--- src/rtl/tuning_pkg.sv ---
// shared constants and types for the tuning, store and mains control block
package tuning_pkg;

    // ****************************************************************
    // clock and times
    // ****************************************************************
    localparam int unsigned CLK_HZ = 250_000_000;
    localparam int unsigned CYC_PER_MS = CLK_HZ / 1000;
    localparam int unsigned POR_TIME_MS = 130;
    localparam int unsigned MAINS_HOLD_MS = 300;
    localparam int unsigned READ_DELAY_MS = 1000;
    localparam int unsigned AFT_HOLD_MS = 1000;
    localparam int unsigned ACCEL_STAGE_MS = 1000;
    localparam int unsigned POR_CYC = POR_TIME_MS * CYC_PER_MS;
    localparam int unsigned MAINS_HOLD_CYC = MAINS_HOLD_MS * CYC_PER_MS;
    localparam int unsigned READ_DELAY_CYC = READ_DELAY_MS * CYC_PER_MS;
    localparam int unsigned AFT_HOLD_CYC = AFT_HOLD_MS * CYC_PER_MS;
    localparam int unsigned ACCEL_STAGE_CYC = ACCEL_STAGE_MS * CYC_PER_MS;

    // ****************************************************************
    // manual tuning rates
    // ****************************************************************
    localparam int unsigned VHF_STEP_HZ = 64;
    localparam int unsigned UHF_STEP_HZ = 16;
    localparam int unsigned VHF_PERIOD_CYC = CLK_HZ / VHF_STEP_HZ;
    localparam int unsigned UHF_PERIOD_CYC = CLK_HZ / UHF_STEP_HZ;
    localparam logic [1:0] ACCEL_LAST_STAGE = 2'h3;

    // ****************************************************************
    // field widths and values
    // ****************************************************************
    localparam int unsigned TUNE_W = 13;
    localparam int unsigned POS_W = 4;
    localparam int unsigned NUM_POS = 16;
    localparam int unsigned NUM_BANDS = 4;
    localparam logic [12:0] TUNE_MIN = 13'h0000;
    localparam logic [12:0] TUNE_MAX = 13'h1fff;
    localparam logic [3:0] POS_FIRST = 4'h0;
    localparam logic [1:0] BAND_VHF1 = 2'h0;
    localparam logic [1:0] BAND_CATV = 2'h1;
    localparam logic [1:0] BAND_VHF3 = 2'h2;
    localparam logic [1:0] BAND_UHF = 2'h3;

    typedef enum logic [1:0] {M_POR, M_OFF, M_DELAY, M_ON} mains_e;

endpackage : tuning_pkg

--- src/rtl/pin_sync.sv ---
// two-flop synchroniser for pin levels
`timescale 1ns/10ps
`default_nettype none
module pin_sync #(
    parameter int unsigned W = 1,
    parameter logic [W-1:0] RST_VAL = '1
) (
    input wire logic clk_in,
    input wire logic srst_in,
    input wire logic [W-1:0] async_in,
    output logic [W-1:0] sync_out
);
    logic [W-1:0] meta_r;
    logic [W-1:0] sync_r;

    always_ff @(posedge clk_in)
    begin
        if (srst_in)
        begin
            meta_r <= RST_VAL;
            sync_r <= RST_VAL;
        end
        else
        begin
            meta_r <= async_in;
            sync_r <= meta_r;
        end
    end

    assign sync_out = sync_r;
endmodule : pin_sync
`default_nettype wire

--- src/rtl/accel_stepper.sv ---
// step pulse generator with rate doubling while a tuning key is held
`timescale 1ns/10ps
`default_nettype none
module accel_stepper #(
    parameter int unsigned STAGE_CYC = 250_000_000,
    parameter int unsigned FAST_PERIOD = 3_906_250,
    parameter int unsigned SLOW_PERIOD = 15_625_000
) (
    input wire logic clk_in,
    input wire logic srst_in,
    input wire logic hold_in,
    input wire logic slow_in,
    output logic step_out
);
    logic hold_d_r;
    logic [1:0] stage_r;
    logic [1:0] stage_nxt;
    logic [31:0] sec_cnt_r;
    logic [31:0] sec_cnt_nxt;
    logic [31:0] per_cnt_r;
    logic [31:0] per_cnt_nxt;
    logic step_r;
    logic step_nxt;
    logic [31:0] period;

    always_comb
    begin
        period = (slow_in ? 32'(SLOW_PERIOD) : 32'(FAST_PERIOD)) >> stage_r;
        stage_nxt = stage_r;
        sec_cnt_nxt = sec_cnt_r;
        per_cnt_nxt = per_cnt_r;
        step_nxt = 1'b0;
        if (!hold_in)
        begin
            stage_nxt = 2'h0;
            sec_cnt_nxt = 32'h0;
            per_cnt_nxt = 32'h0;
        end
        else if (!hold_d_r)
        begin
            // fresh press: timer restarts, first step at once
            stage_nxt = 2'h0;
            sec_cnt_nxt = 32'h0;
            per_cnt_nxt = 32'h0;
            step_nxt = 1'b1;
        end
        else
        begin
            if (per_cnt_r + 32'h1 >= period)
            begin
                per_cnt_nxt = 32'h0;
                step_nxt = 1'b1;
            end
            else
            begin
                per_cnt_nxt = per_cnt_r + 32'h1;
            end
            // rate stays at the last stage once reached
            if (stage_r != tuning_pkg::ACCEL_LAST_STAGE)
            begin
                if (sec_cnt_r + 32'h1 >= STAGE_CYC)
                begin
                    sec_cnt_nxt = 32'h0;
                    stage_nxt = stage_r + 2'h1;
                end
                else
                begin
                    sec_cnt_nxt = sec_cnt_r + 32'h1;
                end
            end
        end
    end

    always_ff @(posedge clk_in)
    begin
        if (srst_in)
        begin
            hold_d_r <= 1'b0;
            stage_r <= 2'h0;
            sec_cnt_r <= 32'h0;
            per_cnt_r <= 32'h0;
            step_r <= 1'b0;
        end
        else
        begin
            hold_d_r <= hold_in;
            stage_r <= stage_nxt;
            sec_cnt_r <= sec_cnt_nxt;
            per_cnt_r <= per_cnt_nxt;
            step_r <= step_nxt;
        end
    end

    assign step_out = step_r;
endmodule : accel_stepper
`default_nettype wire

--- src/rtl/tuning_store_mains_control.sv ---
// tuning counter, store interlock, memory position, band and mains sequencing
//
// Notes on behaviour
// held manual tuning steps 64/s VHF, 16/s UHF/CATV, doubling each second to x8.
// after one store cycle further stores are inhibited.
// program change or tuning re-enables storing; AFT corrections do not.
// plain store writes tuning, fine and band into the selected position.
// accepted addressed store blanks all position indicator outputs.
// position selection then starts the write and restores the display.
// option low switches mains on at power-up and reads position 1; high gives standby.
// mains-on command must persist over 0.3 s; shorter ones are ignored.
// every mains-on performs a memory read delayed by 1 s.
// power-up switch-on waits 0.13 s reset plus 1 s before the read.
// a repeated mains command switches the set off again.
// last position is kept; next mains-on returns to it and reads it.
// position outputs only indicate, never sampled.
// direct selection comes only from remote; local keys only step.
// station option grounded makes stepping skip positions 9 to 16.
// up to 4 band outputs; one held at ground is disabled and skipped.
// band stepping cycles VHF I, CATV, VHF III, UHF, one per command.
// remote manual tuning steps once per two received commands.
// linear AFT defeat low during manual tuning and 1 s after release.
// acceleration restarts at each press and saturates after three seconds.
// tuning counter saturates at its ends, no wrap and no band change.
`timescale 1ns/10ps
`default_nettype none
module tuning_store_mains_control #(
    parameter int unsigned POR_CYC = tuning_pkg::POR_CYC,
    parameter int unsigned MAINS_HOLD_CYC = tuning_pkg::MAINS_HOLD_CYC,
    parameter int unsigned READ_DELAY_CYC = tuning_pkg::READ_DELAY_CYC,
    parameter int unsigned AFT_HOLD_CYC = tuning_pkg::AFT_HOLD_CYC,
    parameter int unsigned ACCEL_STAGE_CYC = tuning_pkg::ACCEL_STAGE_CYC,
    parameter int unsigned VHF_PERIOD_CYC = tuning_pkg::VHF_PERIOD_CYC,
    parameter int unsigned UHF_PERIOD_CYC = tuning_pkg::UHF_PERIOD_CYC
) (
    input wire logic clk_in,
    input wire logic srst_in,
    input wire logic poweron_opt_in,
    input wire logic station16_opt_in,
    input wire logic [3:0] band_pin_in,
    input wire logic tune_up_in,
    input wire logic tune_down_in,
    input wire logic rc_tune_up_in,
    input wire logic rc_tune_down_in,
    input wire logic afc_up_in,
    input wire logic afc_down_in,
    input wire logic mem_up_in,
    input wire logic mem_down_in,
    input wire logic rc_sel_valid_in,
    input wire logic [3:0] rc_sel_in,
    input wire logic store_cmd_in,
    input wire logic addr_store_cmd_in,
    input wire logic band_step_in,
    input wire logic mains_cmd_in,
    input wire logic [3:0] fine_in,
    input wire logic rd_valid_in,
    input wire logic [12:0] rd_tune_in,
    input wire logic [1:0] rd_band_in,
    output logic mains_on_out,
    output logic [15:0] mem_pos_out,
    output logic [3:0] band_out,
    output logic [3:0] band_oe_n_out,
    output logic [12:0] tune_out,
    output logic [3:0] fine_out,
    output logic [1:0] band_code_out,
    output logic [3:0] mem_addr_out,
    output logic mem_write_out,
    output logic mem_read_out,
    output logic lin_aft_defeat_n_out
);

    // ****************************************************************
    // helpers
    // ****************************************************************
    function automatic logic [12:0] sat_step(input logic [12:0] val, input logic up);
        logic [12:0] res;
        res = val;
        if (up && val != tuning_pkg::TUNE_MAX)
        begin
            res = val + 13'h1;
        end
        else if (!up && val != tuning_pkg::TUNE_MIN)
        begin
            res = val - 13'h1;
        end
        return res;
    endfunction : sat_step

    function automatic logic [3:0] next_pos(input logic [3:0] pos, input logic up, input logic short);
        logic [3:0] res;
        res = up ? pos + 4'h1 : pos - 4'h1;
        if (short)
        begin
            res = {1'b0, res[2:0]};
        end
        return res;
    endfunction : next_pos

    function automatic logic [1:0] next_band(input logic [1:0] cur, input logic [3:0] en);
        logic [1:0] res;
        logic [1:0] cand;
        res = cur;
        for (int i = 3; i >= 1; i--)
        begin
            cand = cur + 2'(i);
            if (en[cand])
            begin
                res = cand;
            end
        end
        return res;
    endfunction : next_band

    // ****************************************************************
    // pin synchronisers and step generator
    // ****************************************************************
    logic poweron_opt_s;
    logic station16_opt_s;
    logic [3:0] band_pin_s;
    logic accel_step;
    logic key_hold;
    logic [1:0] band_r;

    pin_sync #(.W(2), .RST_VAL(2'h3)) u_opt_sync (
        .clk_in(clk_in),
        .srst_in(srst_in),
        .async_in({poweron_opt_in, station16_opt_in}),
        .sync_out({poweron_opt_s, station16_opt_s})
    );

    pin_sync #(.W(4), .RST_VAL(4'hf)) u_band_sync (
        .clk_in(clk_in),
        .srst_in(srst_in),
        .async_in(band_pin_in),
        .sync_out(band_pin_s)
    );

    accel_stepper #(
        .STAGE_CYC(ACCEL_STAGE_CYC),
        .FAST_PERIOD(VHF_PERIOD_CYC),
        .SLOW_PERIOD(UHF_PERIOD_CYC)
    ) u_stepper (
        .clk_in(clk_in),
        .srst_in(srst_in),
        .hold_in(key_hold),
        .slow_in(band_r[0]),
        .step_out(accel_step)
    );

    // ****************************************************************
    // state
    // ****************************************************************
    tuning_pkg::mains_e mains_r, mains_nxt;
    logic [31:0] timer_r, timer_nxt;
    logic [31:0] hold_cnt_r, hold_cnt_nxt;
    logic [31:0] aft_cnt_r, aft_cnt_nxt;
    logic cmd_d_r;
    logic on_r, on_nxt;
    logic [3:0] pos_r, pos_nxt;
    logic store_en_r, store_en_nxt;
    logic addr_wait_r, addr_wait_nxt;
    logic [12:0] tune_r, tune_nxt;
    logic [1:0] band_nxt;
    logic [3:0] fine_r;
    logic half_r, half_nxt;
    logic write_r, write_nxt;
    logic read_r, read_nxt;
    logic [15:0] disp_r, disp_nxt;
    logic [3:0] band_o_r, band_o_nxt;
    logic defeat_n_r, defeat_n_nxt;
    logic manual;
    logic cmd_rise;

    assign key_hold = (tune_up_in ^ tune_down_in) && mains_r == tuning_pkg::M_ON;
    assign cmd_rise = mains_cmd_in && !cmd_d_r;

    always_comb
    begin
        mains_nxt = mains_r;
        timer_nxt = timer_r;
        hold_cnt_nxt = 32'h0;
        on_nxt = on_r;
        pos_nxt = pos_r;
        store_en_nxt = store_en_r;
        addr_wait_nxt = addr_wait_r;
        tune_nxt = tune_r;
        band_nxt = band_r;
        half_nxt = half_r;
        write_nxt = 1'b0;
        read_nxt = 1'b0;
        manual = 1'b0;
        unique case (mains_r)
            tuning_pkg::M_POR:
            begin
                if (timer_r + 32'h1 >= POR_CYC)
                begin
                    timer_nxt = 32'h0;
                    if (!poweron_opt_s)
                    begin
                        mains_nxt = tuning_pkg::M_DELAY;
                        on_nxt = 1'b1;
                        pos_nxt = tuning_pkg::POS_FIRST;
                    end
                    else
                    begin
                        mains_nxt = tuning_pkg::M_OFF;
                    end
                end
                else
                begin
                    timer_nxt = timer_r + 32'h1;
                end
            end
            tuning_pkg::M_OFF:
            begin
                // short presses just drop the count
                if (mains_cmd_in && hold_cnt_r + 32'h1 >= MAINS_HOLD_CYC)
                begin
                    mains_nxt = tuning_pkg::M_DELAY;
                    on_nxt = 1'b1;
                    timer_nxt = 32'h0;
                end
                else if (mains_cmd_in)
                begin
                    hold_cnt_nxt = hold_cnt_r + 32'h1;
                end
            end
            tuning_pkg::M_DELAY:
            begin
                if (cmd_rise)
                begin
                    mains_nxt = tuning_pkg::M_OFF;
                    on_nxt = 1'b0;
                end
                else if (timer_r + 32'h1 >= READ_DELAY_CYC)
                begin
                    mains_nxt = tuning_pkg::M_ON;
                    timer_nxt = 32'h0;
                    read_nxt = 1'b1;
                end
                else
                begin
                    timer_nxt = timer_r + 32'h1;
                end
            end
            tuning_pkg::M_ON:
            begin
                if (cmd_rise)
                begin
                    mains_nxt = tuning_pkg::M_OFF;
                    on_nxt = 1'b0;
                    addr_wait_nxt = 1'b0;
                end
            end
        endcase

        if (rd_valid_in)
        begin
            tune_nxt = rd_tune_in;
            band_nxt = rd_band_in;
        end

        if (mains_r == tuning_pkg::M_ON && mains_nxt == tuning_pkg::M_ON)
        begin
            manual = key_hold || rc_tune_up_in || rc_tune_down_in;
            if (addr_wait_r)
            begin
                if (rc_sel_valid_in)
                begin
                    pos_nxt = rc_sel_in;
                    write_nxt = 1'b1;
                    addr_wait_nxt = 1'b0;
                    store_en_nxt = 1'b0;
                end
            end
            else if (rc_sel_valid_in)
            begin
                pos_nxt = rc_sel_in;
                read_nxt = 1'b1;
                store_en_nxt = 1'b1;
            end
            else if (mem_up_in ^ mem_down_in)
            begin
                pos_nxt = next_pos(pos_r, mem_up_in, !station16_opt_s);
                read_nxt = 1'b1;
                store_en_nxt = 1'b1;
            end
            else if (store_cmd_in && store_en_r)
            begin
                write_nxt = 1'b1;
                store_en_nxt = 1'b0;
            end
            else if (addr_store_cmd_in && store_en_r)
            begin
                addr_wait_nxt = 1'b1;
            end
            else if (band_step_in)
            begin
                band_nxt = next_band(band_r, band_pin_s | band_o_r);
                store_en_nxt = 1'b1;
            end
            // a pulse left over after release would step the wrong way
            else if (accel_step && key_hold)
            begin
                tune_nxt = sat_step(tune_r, tune_up_in);
                store_en_nxt = 1'b1;
            end
            else if (rc_tune_up_in ^ rc_tune_down_in)
            begin
                half_nxt = !half_r;
                if (half_r)
                begin
                    tune_nxt = sat_step(tune_r, rc_tune_up_in);
                    store_en_nxt = 1'b1;
                end
            end
            else if (afc_up_in ^ afc_down_in)
            begin
                // frequency-lock corrections leave the store enable alone
                tune_nxt = sat_step(tune_r, afc_up_in);
            end
        end

        aft_cnt_nxt = manual ? 32'(AFT_HOLD_CYC) : (aft_cnt_r != 32'h0 ? aft_cnt_r - 32'h1 : 32'h0);
        defeat_n_nxt = !(manual || aft_cnt_nxt != 32'h0);
        // position indicator outputs are write-only: never read back
        disp_nxt = (addr_wait_nxt || !on_nxt) ? 16'h0 : 16'h1 << pos_nxt;
        band_o_nxt = on_nxt ? 4'h1 << band_nxt : 4'h0;
    end

    always_ff @(posedge clk_in)
    begin
        if (srst_in)
        begin
            mains_r <= tuning_pkg::M_POR;
            timer_r <= 32'h0;
            hold_cnt_r <= 32'h0;
            aft_cnt_r <= 32'h0;
            cmd_d_r <= 1'b0;
            on_r <= 1'b0;
            pos_r <= tuning_pkg::POS_FIRST;
            store_en_r <= 1'b1;
            addr_wait_r <= 1'b0;
            tune_r <= tuning_pkg::TUNE_MIN;
            band_r <= tuning_pkg::BAND_VHF1;
            fine_r <= 4'h0;
            half_r <= 1'b0;
            write_r <= 1'b0;
            read_r <= 1'b0;
            disp_r <= 16'h0;
            band_o_r <= 4'h0;
            defeat_n_r <= 1'b1;
        end
        else
        begin
            mains_r <= mains_nxt;
            timer_r <= timer_nxt;
            hold_cnt_r <= hold_cnt_nxt;
            aft_cnt_r <= aft_cnt_nxt;
            cmd_d_r <= mains_cmd_in;
            on_r <= on_nxt;
            pos_r <= pos_nxt;
            store_en_r <= store_en_nxt;
            addr_wait_r <= addr_wait_nxt;
            tune_r <= tune_nxt;
            band_r <= band_nxt;
            fine_r <= fine_in;
            half_r <= half_nxt;
            write_r <= write_nxt;
            read_r <= read_nxt;
            disp_r <= disp_nxt;
            band_o_r <= band_o_nxt;
            defeat_n_r <= defeat_n_nxt;
        end
    end

    assign mains_on_out = on_r;
    assign mem_pos_out = disp_r;
    assign band_out = band_o_r;
    // unselected band pins released so a grounded one can be seen
    assign band_oe_n_out = ~band_o_r;
    assign tune_out = tune_r;
    assign fine_out = fine_r;
    assign band_code_out = band_r;
    assign mem_addr_out = pos_r;
    assign mem_write_out = write_r;
    assign mem_read_out = read_r;
    assign lin_aft_defeat_n_out = defeat_n_r;
endmodule : tuning_store_mains_control
`default_nettype wire

--- config.mk ---
export PLATFORM = sky130hd
export DESIGN_NAME = tuning_store_mains_control
export DESIGN_NICKNAME = d
export VERILOG_FILES = /design/src/rtl/tuning_pkg.sv /design/src/rtl/pin_sync.sv /design/src/rtl/accel_stepper.sv /design/src/rtl/tuning_store_mains_control.sv
export SDC_FILE = /design/constraint.sdc
export NUM_CORES = 1
export LEC_CHECK = 0
export BUFFER_PORTS_ARGS = -buffer_cell sky130_fd_sc_hd__buf_2
export CORE_UTILIZATION = 50
export CTS_CLUSTER_SIZE = 12
export DETAILED_ROUTE_END_ITERATION = 16
export HOLD_SLACK_MARGIN = 0.03
export PLACE_DENSITY_LB_ADDON = 0.2
export SYNTH_ARGS = -nofsm -noshare
export SYNTH_HDL_FRONTEND = slang
export SYNTH_SLANG_ARGS = --single-unit
--- constraint.sdc ---
create_clock -name clk_in -period 8.55 [get_ports clk_in]
set_input_delay 1.2825 -clock clk_in [delete_from_list [all_inputs] [get_ports clk_in]]
set_output_delay 1.2825 -clock clk_in [all_outputs]
set_load 0.01 [all_outputs]
After elaboration in Yosys (flattened, before gate mapping):

Index checks and enable logic that the tools add are counted.

* flip-flop bits (word level): 229
* bits in latches: 0
* bits in writable memories: 0
* ROM bits: 0
* bits of input ports: 45
* output and inout port bits: 51
* word-level logic and storage cells: 227
* memories: 0

* $add $sub $neg: 13
* $mul: 0
* div/mod/pow operators: 0
* $lt $le $gt $ge: 8
* equal/unequal tests: 13
* shift operators: 3
* multiplexer cells: 100
* bitwise logic cells: 19
* reductions and logical operators: 44

Operators with widths (number)
* $mux 13: 18
* $mux 32: 7
* $add 32x1->32 const B: 4
* $pmux 32 s3: 1
* $ge 32x28->1 const B: 2
* $reduce_bool 32->1: 2
* $mux 1: 41
* $mux 4: 10
* $mux 2: 17
* $ge 32x25->1 const B: 1
* $ge 32x27->1 const B: 1
* $ge 32x32->1: 1
* $shr 32x2->32: 1
* $sub 32x1->32 const B: 1
* $mux 24: 1
* $ne 12x10->1 const B: 2
* $shl 1x4->16 const A: 1
* $add 13x1->13 const B: 1
* $logic_and 1x1->1: 13
* $ne 13x13->1 const B: 1
* $not 1->1: 13
* $reduce_bool 13->1: 1
* $sub 13x1->13 const B: 1
* $reduce_bool 6->1: 2
* 28 further kinds: 57

Depth between registers and ports, before layout:

Gate-level depths: netlist of run 1.

* word-level depth: 14
* gate-level depth with buffers: 17
* depth with buffers taken out: 16

By module:

A second synthesis of run 1 with hierarchy kept.

* cell total of the unflattened synthesis: 1878
* area, all modules: 14632.8 um^2

By module, submodules not included
* tuning_store_mains_control: instances 1, cells each 1275, area an instance 9800.6 um^2, seq. area each 2982.9 um^2
* accel_stepper: instances 1, cells each 579, area an instance 4516.8 um^2, seq. area each 1361.3 um^2
* pin_sync (u_band_sync): instances 1, cells each 16, area an instance 210.2 um^2, seq. area each 160.2 um^2
* pin_sync (u_opt_sync): instances 1, cells each 8, area an instance 105.1 um^2, seq. area each 80.1 um^2

Least setup slack after synthesis of run 1:

OpenSTA, ideal clock, no wires.

* path kind: reg2reg
* start: reg timer_r[7]
* end: reg timer_r[16]
* setup time: 0.070 ns
* data arrival time: 3.773 ns
* data required time: 8.480 ns
* setup slack: 4.707 ns
* cell stages (with the launch flop): 14
* buffers on the path: 2
* clock period less this slack: 3.843 ns
* cells stage by stage: dfxtp_1 buf_2 nand4_2 nor4_2 nand4_1 xnor2_1 a2111oi_0 o31ai_4 or2_2 a21boi_1 or2_2 clkbuf_1 or3_1 a21oi_1

* cells in the longest elaborated chain, start to end: 5
* elaborated cells between the ends (all ways): 7
* those cells by class: 1 x add/sub; 2 x order compare; 4 x mux

RTL lines
* start, declared: line tuning_store_mains_control.sv:154 `logic [31:0] timer_r, timer_nxt;`
* start signal, assigned: line tuning_store_mains_control.sv:357 `timer_r <= timer_nxt;`
* $add 32x1->32 (*)
* $ge 32x28->1: line tuning_store_mains_control.sv:235 `else if (timer_r + 32'h1 >= READ_DELAY_CYC)`
* $mux 32: line tuning_store_mains_control.sv:235
* $mux 32: line tuning_store_mains_control.sv:230 `if (cmd_rise)`
* $pmux 32 s3 (*): line tuning_store_mains_control.sv:192 `unique case (mains_r)`

Mark *: on every way between the ends. The rest lies on a longest branch, timed or not. The select of a mux whose other input is x is not followed.
A chain may end at the register's enable or synchronous reset.

Final worst setup path of run 1:

* start: reg timer_r[6]
* end: reg aft_cnt_r[6]

* cells in the longest elaborated chain, start to end: 9
* elaborated cells between the ends (all ways): 11
* those cells by class: 1 x add/sub; 2 x order compare; 1 x eq/ne; 6 x mux; 1 x reduce/logical

RTL lines
* $add 32x1->32 (*): line tuning_store_mains_control.sv:195, tuning_store_mains_control.sv:235
* $ge 32x28->1: line tuning_store_mains_control.sv:235
* $mux 2: line tuning_store_mains_control.sv:235
* $mux 2: line tuning_store_mains_control.sv:230
* $pmux 2 s4 (*): line tuning_store_mains_control.sv:192
* $eq 2x2->1 (*): line tuning_store_mains_control.sv:263 `if (mains_r == tuning_pkg::M_ON && mains_nxt == tuning_pkg::M_ON)`
* $logic_and 1x1->1 (*): line tuning_store_mains_control.sv:263
* $mux 1 (*): line tuning_store_mains_control.sv:263
* $mux 32 (*): line tuning_store_mains_control.sv:324 `aft_cnt_nxt = manual ? 32'(AFT_HOLD_CYC) : (aft_cnt_r != 32'h0 ? aft_cnt_r - 32'h1 : 32'h0);`
* end signal, assigned: line tuning_store_mains_control.sv:359 `aft_cnt_r <= aft_cnt_nxt;`
* end, declared: line tuning_store_mains_control.sv:156 `logic [31:0] aft_cnt_r, aft_cnt_nxt;`

Mark *: on every way between the ends. The rest lies on a longest branch, timed or not.

==> results.sh, run 1 <==
export IMPL_crit_family="simple AND/OR/NAND/NOR gates"
export IMPL_status="finished, final reports clean"
export IMPL_p_total_mw=3.282
export IMPL_yosysWarningCount=0
export IMPL_initial_utilization_pct=51.35
export IMPL_tns_ns=0
export IMPL_p_int_mw=2.203
export IMPL_synth_fa_ha_area_share_pct=4.489
export IMPL_postRouteAntennaNets=0
export IMPL_synth_edf_count=0
export IMPL_synth_seq_cells=229
export IMPL_r2r_end="aft_cnt_r[6]"
export IMPL_critPathCaptureType="flip-flop"
export IMPL_grt_pass1_wl_um=61200
export IMPL_path_cells="nand4_1 -> nor4_2 -> and3_1 -> a211oi_1 -> or3_1 -> a211oi_1 -> mux2i_1 -> a21oi_1 -> nand3_1 -> nand3b_2 -> nor2_1"
export IMPL_power_switching_mw=1.079
export IMPL_fin_crit_ns=5.031
export IMPL_syn_to_final_growth_pct=10.67
export IMPL_grt_max_degree=48
export IMPL_r2r_slack_ns=3.52
export IMPL_yosysMostFrequentCell="dfxtp_1"
export IMPL_nFillCells=2597
export IMPL_drc=0
export IMPL_htreeDepth=1
export IMPL_powerDensity_mw_per_mm2=206.2
export IMPL_cts_resized=0
export IMPL_place_ws_ns=3.607
export IMPL_dr_pass1_iters=7
export IMPL_synth_top_area_share_pct=31.87
export IMPL_netlist_top_cell_by_area="dfxtp_1"
export IMPL_wire_per_inst_um=16.12
export IMPL_drt_wl_total_um=36990
export IMPL_rr_worst_depth=11
export IMPL_p_clk_share_pct=35.4
export IMPL_setup_violations=0
export IMPL_rsz0062_at_grt="no"
export IMPL_final_hold_viol_count=0
export IMPL_vias_per_cell=5.867
export IMPL_worst_slack_ns=3.519
export IMPL_first_global_vias=12353
export IMPL_antenna_found_initial=1
export IMPL_clock_sinks=229
export IMPL_synthFlopType="dfxtp_1"
export IMPL_final_core_util_pct=56.82
export IMPL_cp_num_buf_inv=0
export IMPL_clk_pin_slew_ns=0.06
export IMPL_ir_drop_uv=157.3
export IMPL_grt_remaining_overflow=0
export IMPL_min_path_cells=1
export IMPL_fmaxAchievable_mhz=198.8
export IMPL_cp_arrival_ns=5.44
export IMPL_cts_root_buffer="clkbuf_16"
export IMPL_synth_distinct_cells=90
export IMPL_worstMarginPinSlew_ns=1.155
export IMPL_place_congestion=0.9118
export IMPL_yosys_area_share_simple_pct=29.76
export IMPL_syn_area_mm2=0.01438
export IMPL_die_height_um=171.6
export IMPL_synth_area_leaders="dfxtp_1 (32%), nor2_1 (5.7%), xnor2_1 (5.2%), nand2_1 (5.0%), ha_1 (4.3%)"
export IMPL_crit_fanout=19
export IMPL_die_area_mm2=0.02945
export IMPL_synth_top_family_by_area="simple AND/OR/NAND/NOR gates"
export IMPL_worstReg2RegStart="timer_r[6]"
export IMPL_cts_max_path_buffers=3
export IMPL_die_x_um=171.6
export IMPL_drtIter0Drc=933
export IMPL_critical_path_required_ns=8.96
export IMPL_post_route_cell_area_mm2=0.01592
export IMPL_dpl_cell_area_mm2=0.01503
export IMPL_hold_class="reg2reg"
export IMPL_synthCells=1858
export IMPL_comb_power_share_pct=26.1
export IMPL_io_pins=96
export IMPL_syn_area_per_cell_um2=7.741
export IMPL_cpMostUsedCell="a211oi_1"
export IMPL_fin_skew_ns=0.01045
export IMPL_dp_hpwl_um=26480
export IMPL_grt_total_usage_pct=25.07
export IMPL_cts_inserted_buffers=26
export IMPL_p_sw_share_pct=32.88
export IMPL_coreArea_mm2=0.02801
export IMPL_slew_violations=0
export IMPL_num_vias=13459
export IMPL_start_kind="flip-flop"
export IMPL_critPathKind="reg2reg"
export IMPL_hold_end="u_band_sync.sync_out[3]"
export IMPL_numPortBuffers=95
export IMPL_critPathMaxStageDelay_ns=0.65
export IMPL_post_cts_buffers=0
export IMPL_ys_async_sr_fraction_pct=0
export IMPL_std_cell_rows=61
export IMPL_synth_xor_area_share_pct=8.769
export IMPL_worst_skew_pair_late_latency_ns=0.54
export IMPL_maxCapViolations=0
export IMPL_critPathSlowestCell="nor4_2"
export IMPL_ctsHoldBuffers=0
export IMPL_synthTopCellsByCount="dfxtp_1 (229), nor2_1 (218), nand2_1 (190)"
export IMPL_leakagePower_nw=5.940
export IMPL_relSlewSlack_pct=22.70
export IMPL_min_delay_start="u_band_sync.meta_r[3]"
export IMPL_yosysSeqAreaShare_pct=31.87
export IMPL_synth_compound_area_share_pct=18.48
export IMPL_finalCritPeriodShare_pct=58.84
export IMPL_nets=1994
export IMPL_synthMuxAreaShare_pct=2.166
export IMPL_p_seq_share_pct=38.5
export IMPL_cts_tree="yes"
export IMPL_drive_gt1_share_pct=10.60
-- logic make-up (layout without fill, tap and decap cells) --
group / count (synthesis) / after routing
XOR/XNOR: 144 / 144
other: 1 / 14
flip-flops: 229 / 229
buffers and inverters: 157 / 202
adder cells (fa/ha/maj): 51 / 51
AND/OR/NAND/NOR: 845 / 845
AO/OA/AOI/OAI: 401 / 401
multiplexers: 30 / 30
-- through the flow --
| step | cells | hold slack (ns) |
|---|---|---|
| 2_1_floorplan | 1870 | 0.3895 |
| 3_3_place_gp | 2248 | 0.3955 |
| 5_1_grt | 2293 | 0.4211 |
| 3_5_place_dp | 2248 | 0.3989 |
| 6_report | 2294 | 0.4098 |
| 4_1_cts | 2293 | 0.4137 |
-- cells in the final DEF (no fill, tap or decap), drive strengths merged, types with 48 or more instances in the layout --
cell and instances:
nand3 81, xor2 58, inv 49, nor2 220, xnor2 86, a21oi 99, buf 106, ha 50
o21ai 98, dfxtp 229, nand2 190, nor4 48, nor3 57
-- area by class of cell --
type / count / area (µm²) / share of cell area (%)
sequential: 229 / 4584 / 28.80
tap: 378 / 473.0 / 2.971
clock buffer: 35 / 714.4 / 4.489
antenna: 1 / 2.502 / 0.01572
clock inverter: 10 / 166.4 / 1.046
inverter: 51 / 191.4 / 1.203
multi-input combinational: 1484 / 9226 / 57.97
timing repair buffer: 106 / 558.0 / 3.506
-- worst max-delay path by stage --
stage          slack (ns)  startpoint       endpoint  cells after the start
5_1_grt              3.10  timer_r[0]  aft_cnt_r[14]                     12
3_5_place_dp         3.61  timer_r[0]    timer_r[17]                     13
2_1_floorplan        4.71  timer_r[7]    timer_r[16]                     13
4_1_cts              3.57  timer_r[0]    timer_r[17]                     13
3_3_place_gp         3.70  timer_r[0]    timer_r[17]                     13
6_report             3.52  timer_r[6]   aft_cnt_r[6]                     11
-- layer usage --
layer	wire [µm]	global-route usage, %
met1	17100	33.43
met2	17010	41.88
met3	2030	3.106
met4	850	7.842
met5	0	0
-- flip-flops by register name, indices dropped and copies added (netlist names), 2 cells and up --
signal / flops
aft_cnt_r: 32
hold_cnt_r: 32
timer_r: 32
u_stepper.per_cnt_r: 32
u_stepper.sec_cnt_r: 32
mem_pos_out: 16
tune_out: 13
band_out: 4
fine_out: 4
mem_addr_out: 4
u_band_sync.meta_r: 4
u_band_sync.sync_out: 4
band_code_out: 2
mains_r: 2
u_opt_sync.meta_r: 2
u_opt_sync.sync_out: 2
u_stepper.stage_r: 2
-- power by group through the flow --
stage	clock network, mW	logic (mW)	registers, mW
floorplan	0	0.687	1.26
global placement	0	0.843	1.28
detailed placement	0	0.851	1.29
CTS	1.19	0.858	1.26
global route	1.24	0.981	1.28
finish	1.16	0.856	1.26
-- worst register-to-register path, delay by kind of cell, from the launching register on --
kind / cells / cell delay (ns)
flops: 1 / 0.49
compound gates: 3 / 1.10
simple gates: 7 / 3.09
mux: 1 / 0.22
No activity file was read; power rests on OpenSTA's default activity.
==> run 2, diff against run 1 <==
- clock period: 8.55 -> 4.6 ns (I/O delays scaled with it)
==> run 2 against run 1 <==
Against the previous run:
- sequential power grew 87%
- via count grew 1.1%
- setup slack lost 3.2 ns
- wire length grew 1.6%
- combinational power grew 90%
- register-to-register slack lost 3.2 ns
- critical path depth is the same
- fmax grew 17%
- die area is the same
- core utilization grew 1.1 points
==> results.sh, run 2 (synthesis results as in run 1) <==
export IMPL_critical_path_required_ns=5.04
export IMPL_dp_hpwl_um=27060
export IMPL_cts_root_buffer="clkbuf_16"
export IMPL_hold_end="u_band_sync.meta_r[3]"
export IMPL_min_path_cells=2
export IMPL_status="finished, final reports clean"
export IMPL_cts_resized=0
export IMPL_comb_power_share_pct=25.6
export IMPL_p_sw_share_pct=32.33
export IMPL_ctsHoldBuffers=0
export IMPL_r2r_slack_ns=0.30
export IMPL_crit_fanout=11
export IMPL_postRouteAntennaNets=0
export IMPL_maxCapViolations=0
export IMPL_io_pins=96
export IMPL_rr_worst_depth=11
export IMPL_htreeDepth=1
export IMPL_die_x_um=171.6
export IMPL_grt_remaining_overflow=0
export IMPL_clock_sinks=229
export IMPL_grt_total_usage_pct=25.62
export IMPL_tns_ns=0
export IMPL_critPathMaxStageDelay_ns=0.58
export IMPL_cts_tree="yes"
export IMPL_mostFrequentLayoutCells="dfxtp_1 (229), nor2_1 (218), nand2_1 (190)"
export IMPL_drc=0
export IMPL_worstReg2RegStart="timer_r[7]"
export IMPL_finalCritPeriodShare_pct=93.49
export IMPL_dpl_cell_area_mm2=0.01521
export IMPL_leakagePower_nw=6.116
export IMPL_critPathSlowestCell="or4_4"
export IMPL_cp_arrival_ns=4.74
export IMPL_post_route_cell_area_mm2=0.01621
export IMPL_relSlewSlack_pct=44.81
export IMPL_fin_skew_ns=0.01761
export IMPL_syn_to_final_growth_pct=12.72
export IMPL_coreArea_mm2=0.02801
export IMPL_critPathKind="reg2reg"
export IMPL_nets=2019
export IMPL_cp_num_buf_inv=0
export IMPL_drt_wl_total_um=37570
export IMPL_antenna_found_initial=1
export IMPL_drive_gt1_share_pct=12.05
export IMPL_crit_family="simple AND/OR/NAND/NOR gates"
export IMPL_hold_class="in2reg"
export IMPL_final_common_cell="dfxtp_1"
export IMPL_p_seq_share_pct=37.0
export IMPL_worstMarginPinSlew_ns=0.8274
export IMPL_dr_pass1_iters=7
export IMPL_final_core_util_pct=57.88
export IMPL_rsz0062_at_grt="no"
export IMPL_start_kind="flip-flop"
export IMPL_std_cell_rows=61
export IMPL_fmaxAchievable_mhz=232.5
export IMPL_num_vias=13608
export IMPL_first_global_vias=12543
export IMPL_cts_inserted_buffers=27
export IMPL_drtIter0Drc=1175
export IMPL_die_height_um=171.6
export IMPL_vias_per_cell=5.863
export IMPL_die_area_mm2=0.02945
export IMPL_p_clk_share_pct=37.5
export IMPL_worst_skew_pair_late_latency_ns=0.56
export IMPL_power_switching_mw=2.055
export IMPL_grt_max_degree=60
export IMPL_grt_pass1_wl_um=62110
export IMPL_ir_drop_uv=288.5
export IMPL_final_hold_viol_count=0
export IMPL_setup_violations=0
export IMPL_initial_utilization_pct=51.35
export IMPL_wire_per_inst_um=16.19
export IMPL_min_delay_start="band_pin_in[3]"
export IMPL_numPortBuffers=95
export IMPL_fin_crit_ns=4.301
export IMPL_path_cells="and4_1 -> nand4_2 -> or4_4 -> a221oi_2 -> or3b_1 -> o31ai_4 -> nand3b_2 -> a21o_1 -> nor2_2 -> a32oi_2 -> nor4_1"
export IMPL_slew_violations=0
export IMPL_cts_max_path_buffers=3
export IMPL_powerDensity_mw_per_mm2=392.1
export IMPL_place_congestion=0.9121
export IMPL_clk_pin_slew_ns=0.06
export IMPL_critPathCaptureType="flip-flop"
export IMPL_p_int_mw=4.302
export IMPL_holdWs_ns=0.3155
export IMPL_post_cts_buffers=0
export IMPL_r2r_end="mem_pos_out[11]"
-- run 2: changes by cell type in the layout (fill, tap and decap cells not counted), sizes merged --
cell,delta
buf,+24
bufinv,+2
inv,+1
-- run 2: layer usage --
layer  up-vias  track usage (%)  wire length [µm]
li1       6821                -                 -
met1      6386            34.37             17640
met2       334            42.32             17210
met3        67            3.797              1826
met4         0            7.453               889
met5         -                0                 0
-- run 2: worst register-to-register path, cell delays in order (launching register included) --
cell,delay [ns]
dfxtp_1,0.53
and4_1,0.37
nand4_2,0.21
or4_4,0.58
a221oi_2,0.29
or3b_1,0.42
o31ai_4,0.31
nand3b_2,0.13
a21o_1,0.33
nor2_2,0.42
a32oi_2,0.22
nor4_1,0.38
-- run 2: through the flow --
| step | instances | setup slack, ns | total power, mW |
|---|---|---|---|
| after detailed placement | 2272 | 0.3012 | 4.003 |
| after global placement | 2272 | 0.4618 | 3.971 |
| after CTS | 2320 | 0.2838 | 6.403 |
| after global routing | 2320 | 0.05159 | 6.711 |
| final | 2321 | 0.2994 | 6.357 |
| after floorplan | 1870 | 0.7567 | 3.611 |
-- run 2: power by group through the flow --
stage | Sequential (mW) | Clock (mW) | Combinational, mW
after detailed placement | 2.39 | 0 | 1.62
final | 2.35 | 2.38 | 1.63
after global placement | 2.38 | 0 | 1.59
after global routing | 2.38 | 2.51 | 1.83
after CTS | 2.35 | 2.43 | 1.63
after floorplan | 2.33 | 0 | 1.28
-- run 2: worst max path at each step --
| stage | startpoint | end | slack (ns) | depth (start not counted) |
|---|---|---|---|---|
| after floorplan | timer_r[7] | timer_r[16] | 0.76 | 13 |
| after global placement | timer_r[0] | mem_pos_out[4] | 0.46 | 12 |
| after detailed placement | timer_r[7] | mem_pos_out[11] | 0.30 | 11 |
| after CTS | timer_r[7] | mem_pos_out[11] | 0.28 | 11 |
| after global routing | timer_r[2] | tune_out[1] | 0.05 | 12 |
| final | timer_r[7] | mem_pos_out[11] | 0.30 | 11 |
-- run 2: final cells by class --
| cell class | count | area [µm²] |
|---|---|---|
| inverter | 51 | 191.4 |
| timing repair buffer | 130 | 738.2 |
| clock buffer | 35 | 755.7 |
| multi-input combinational | 1484 | 9231 |
| fill | 2634 | 11800 |
| sequential | 229 | 4584 |
| tap | 378 | 473.0 |
| clock inverter | 13 | 235.2 |
| antenna | 1 | 2.502 |
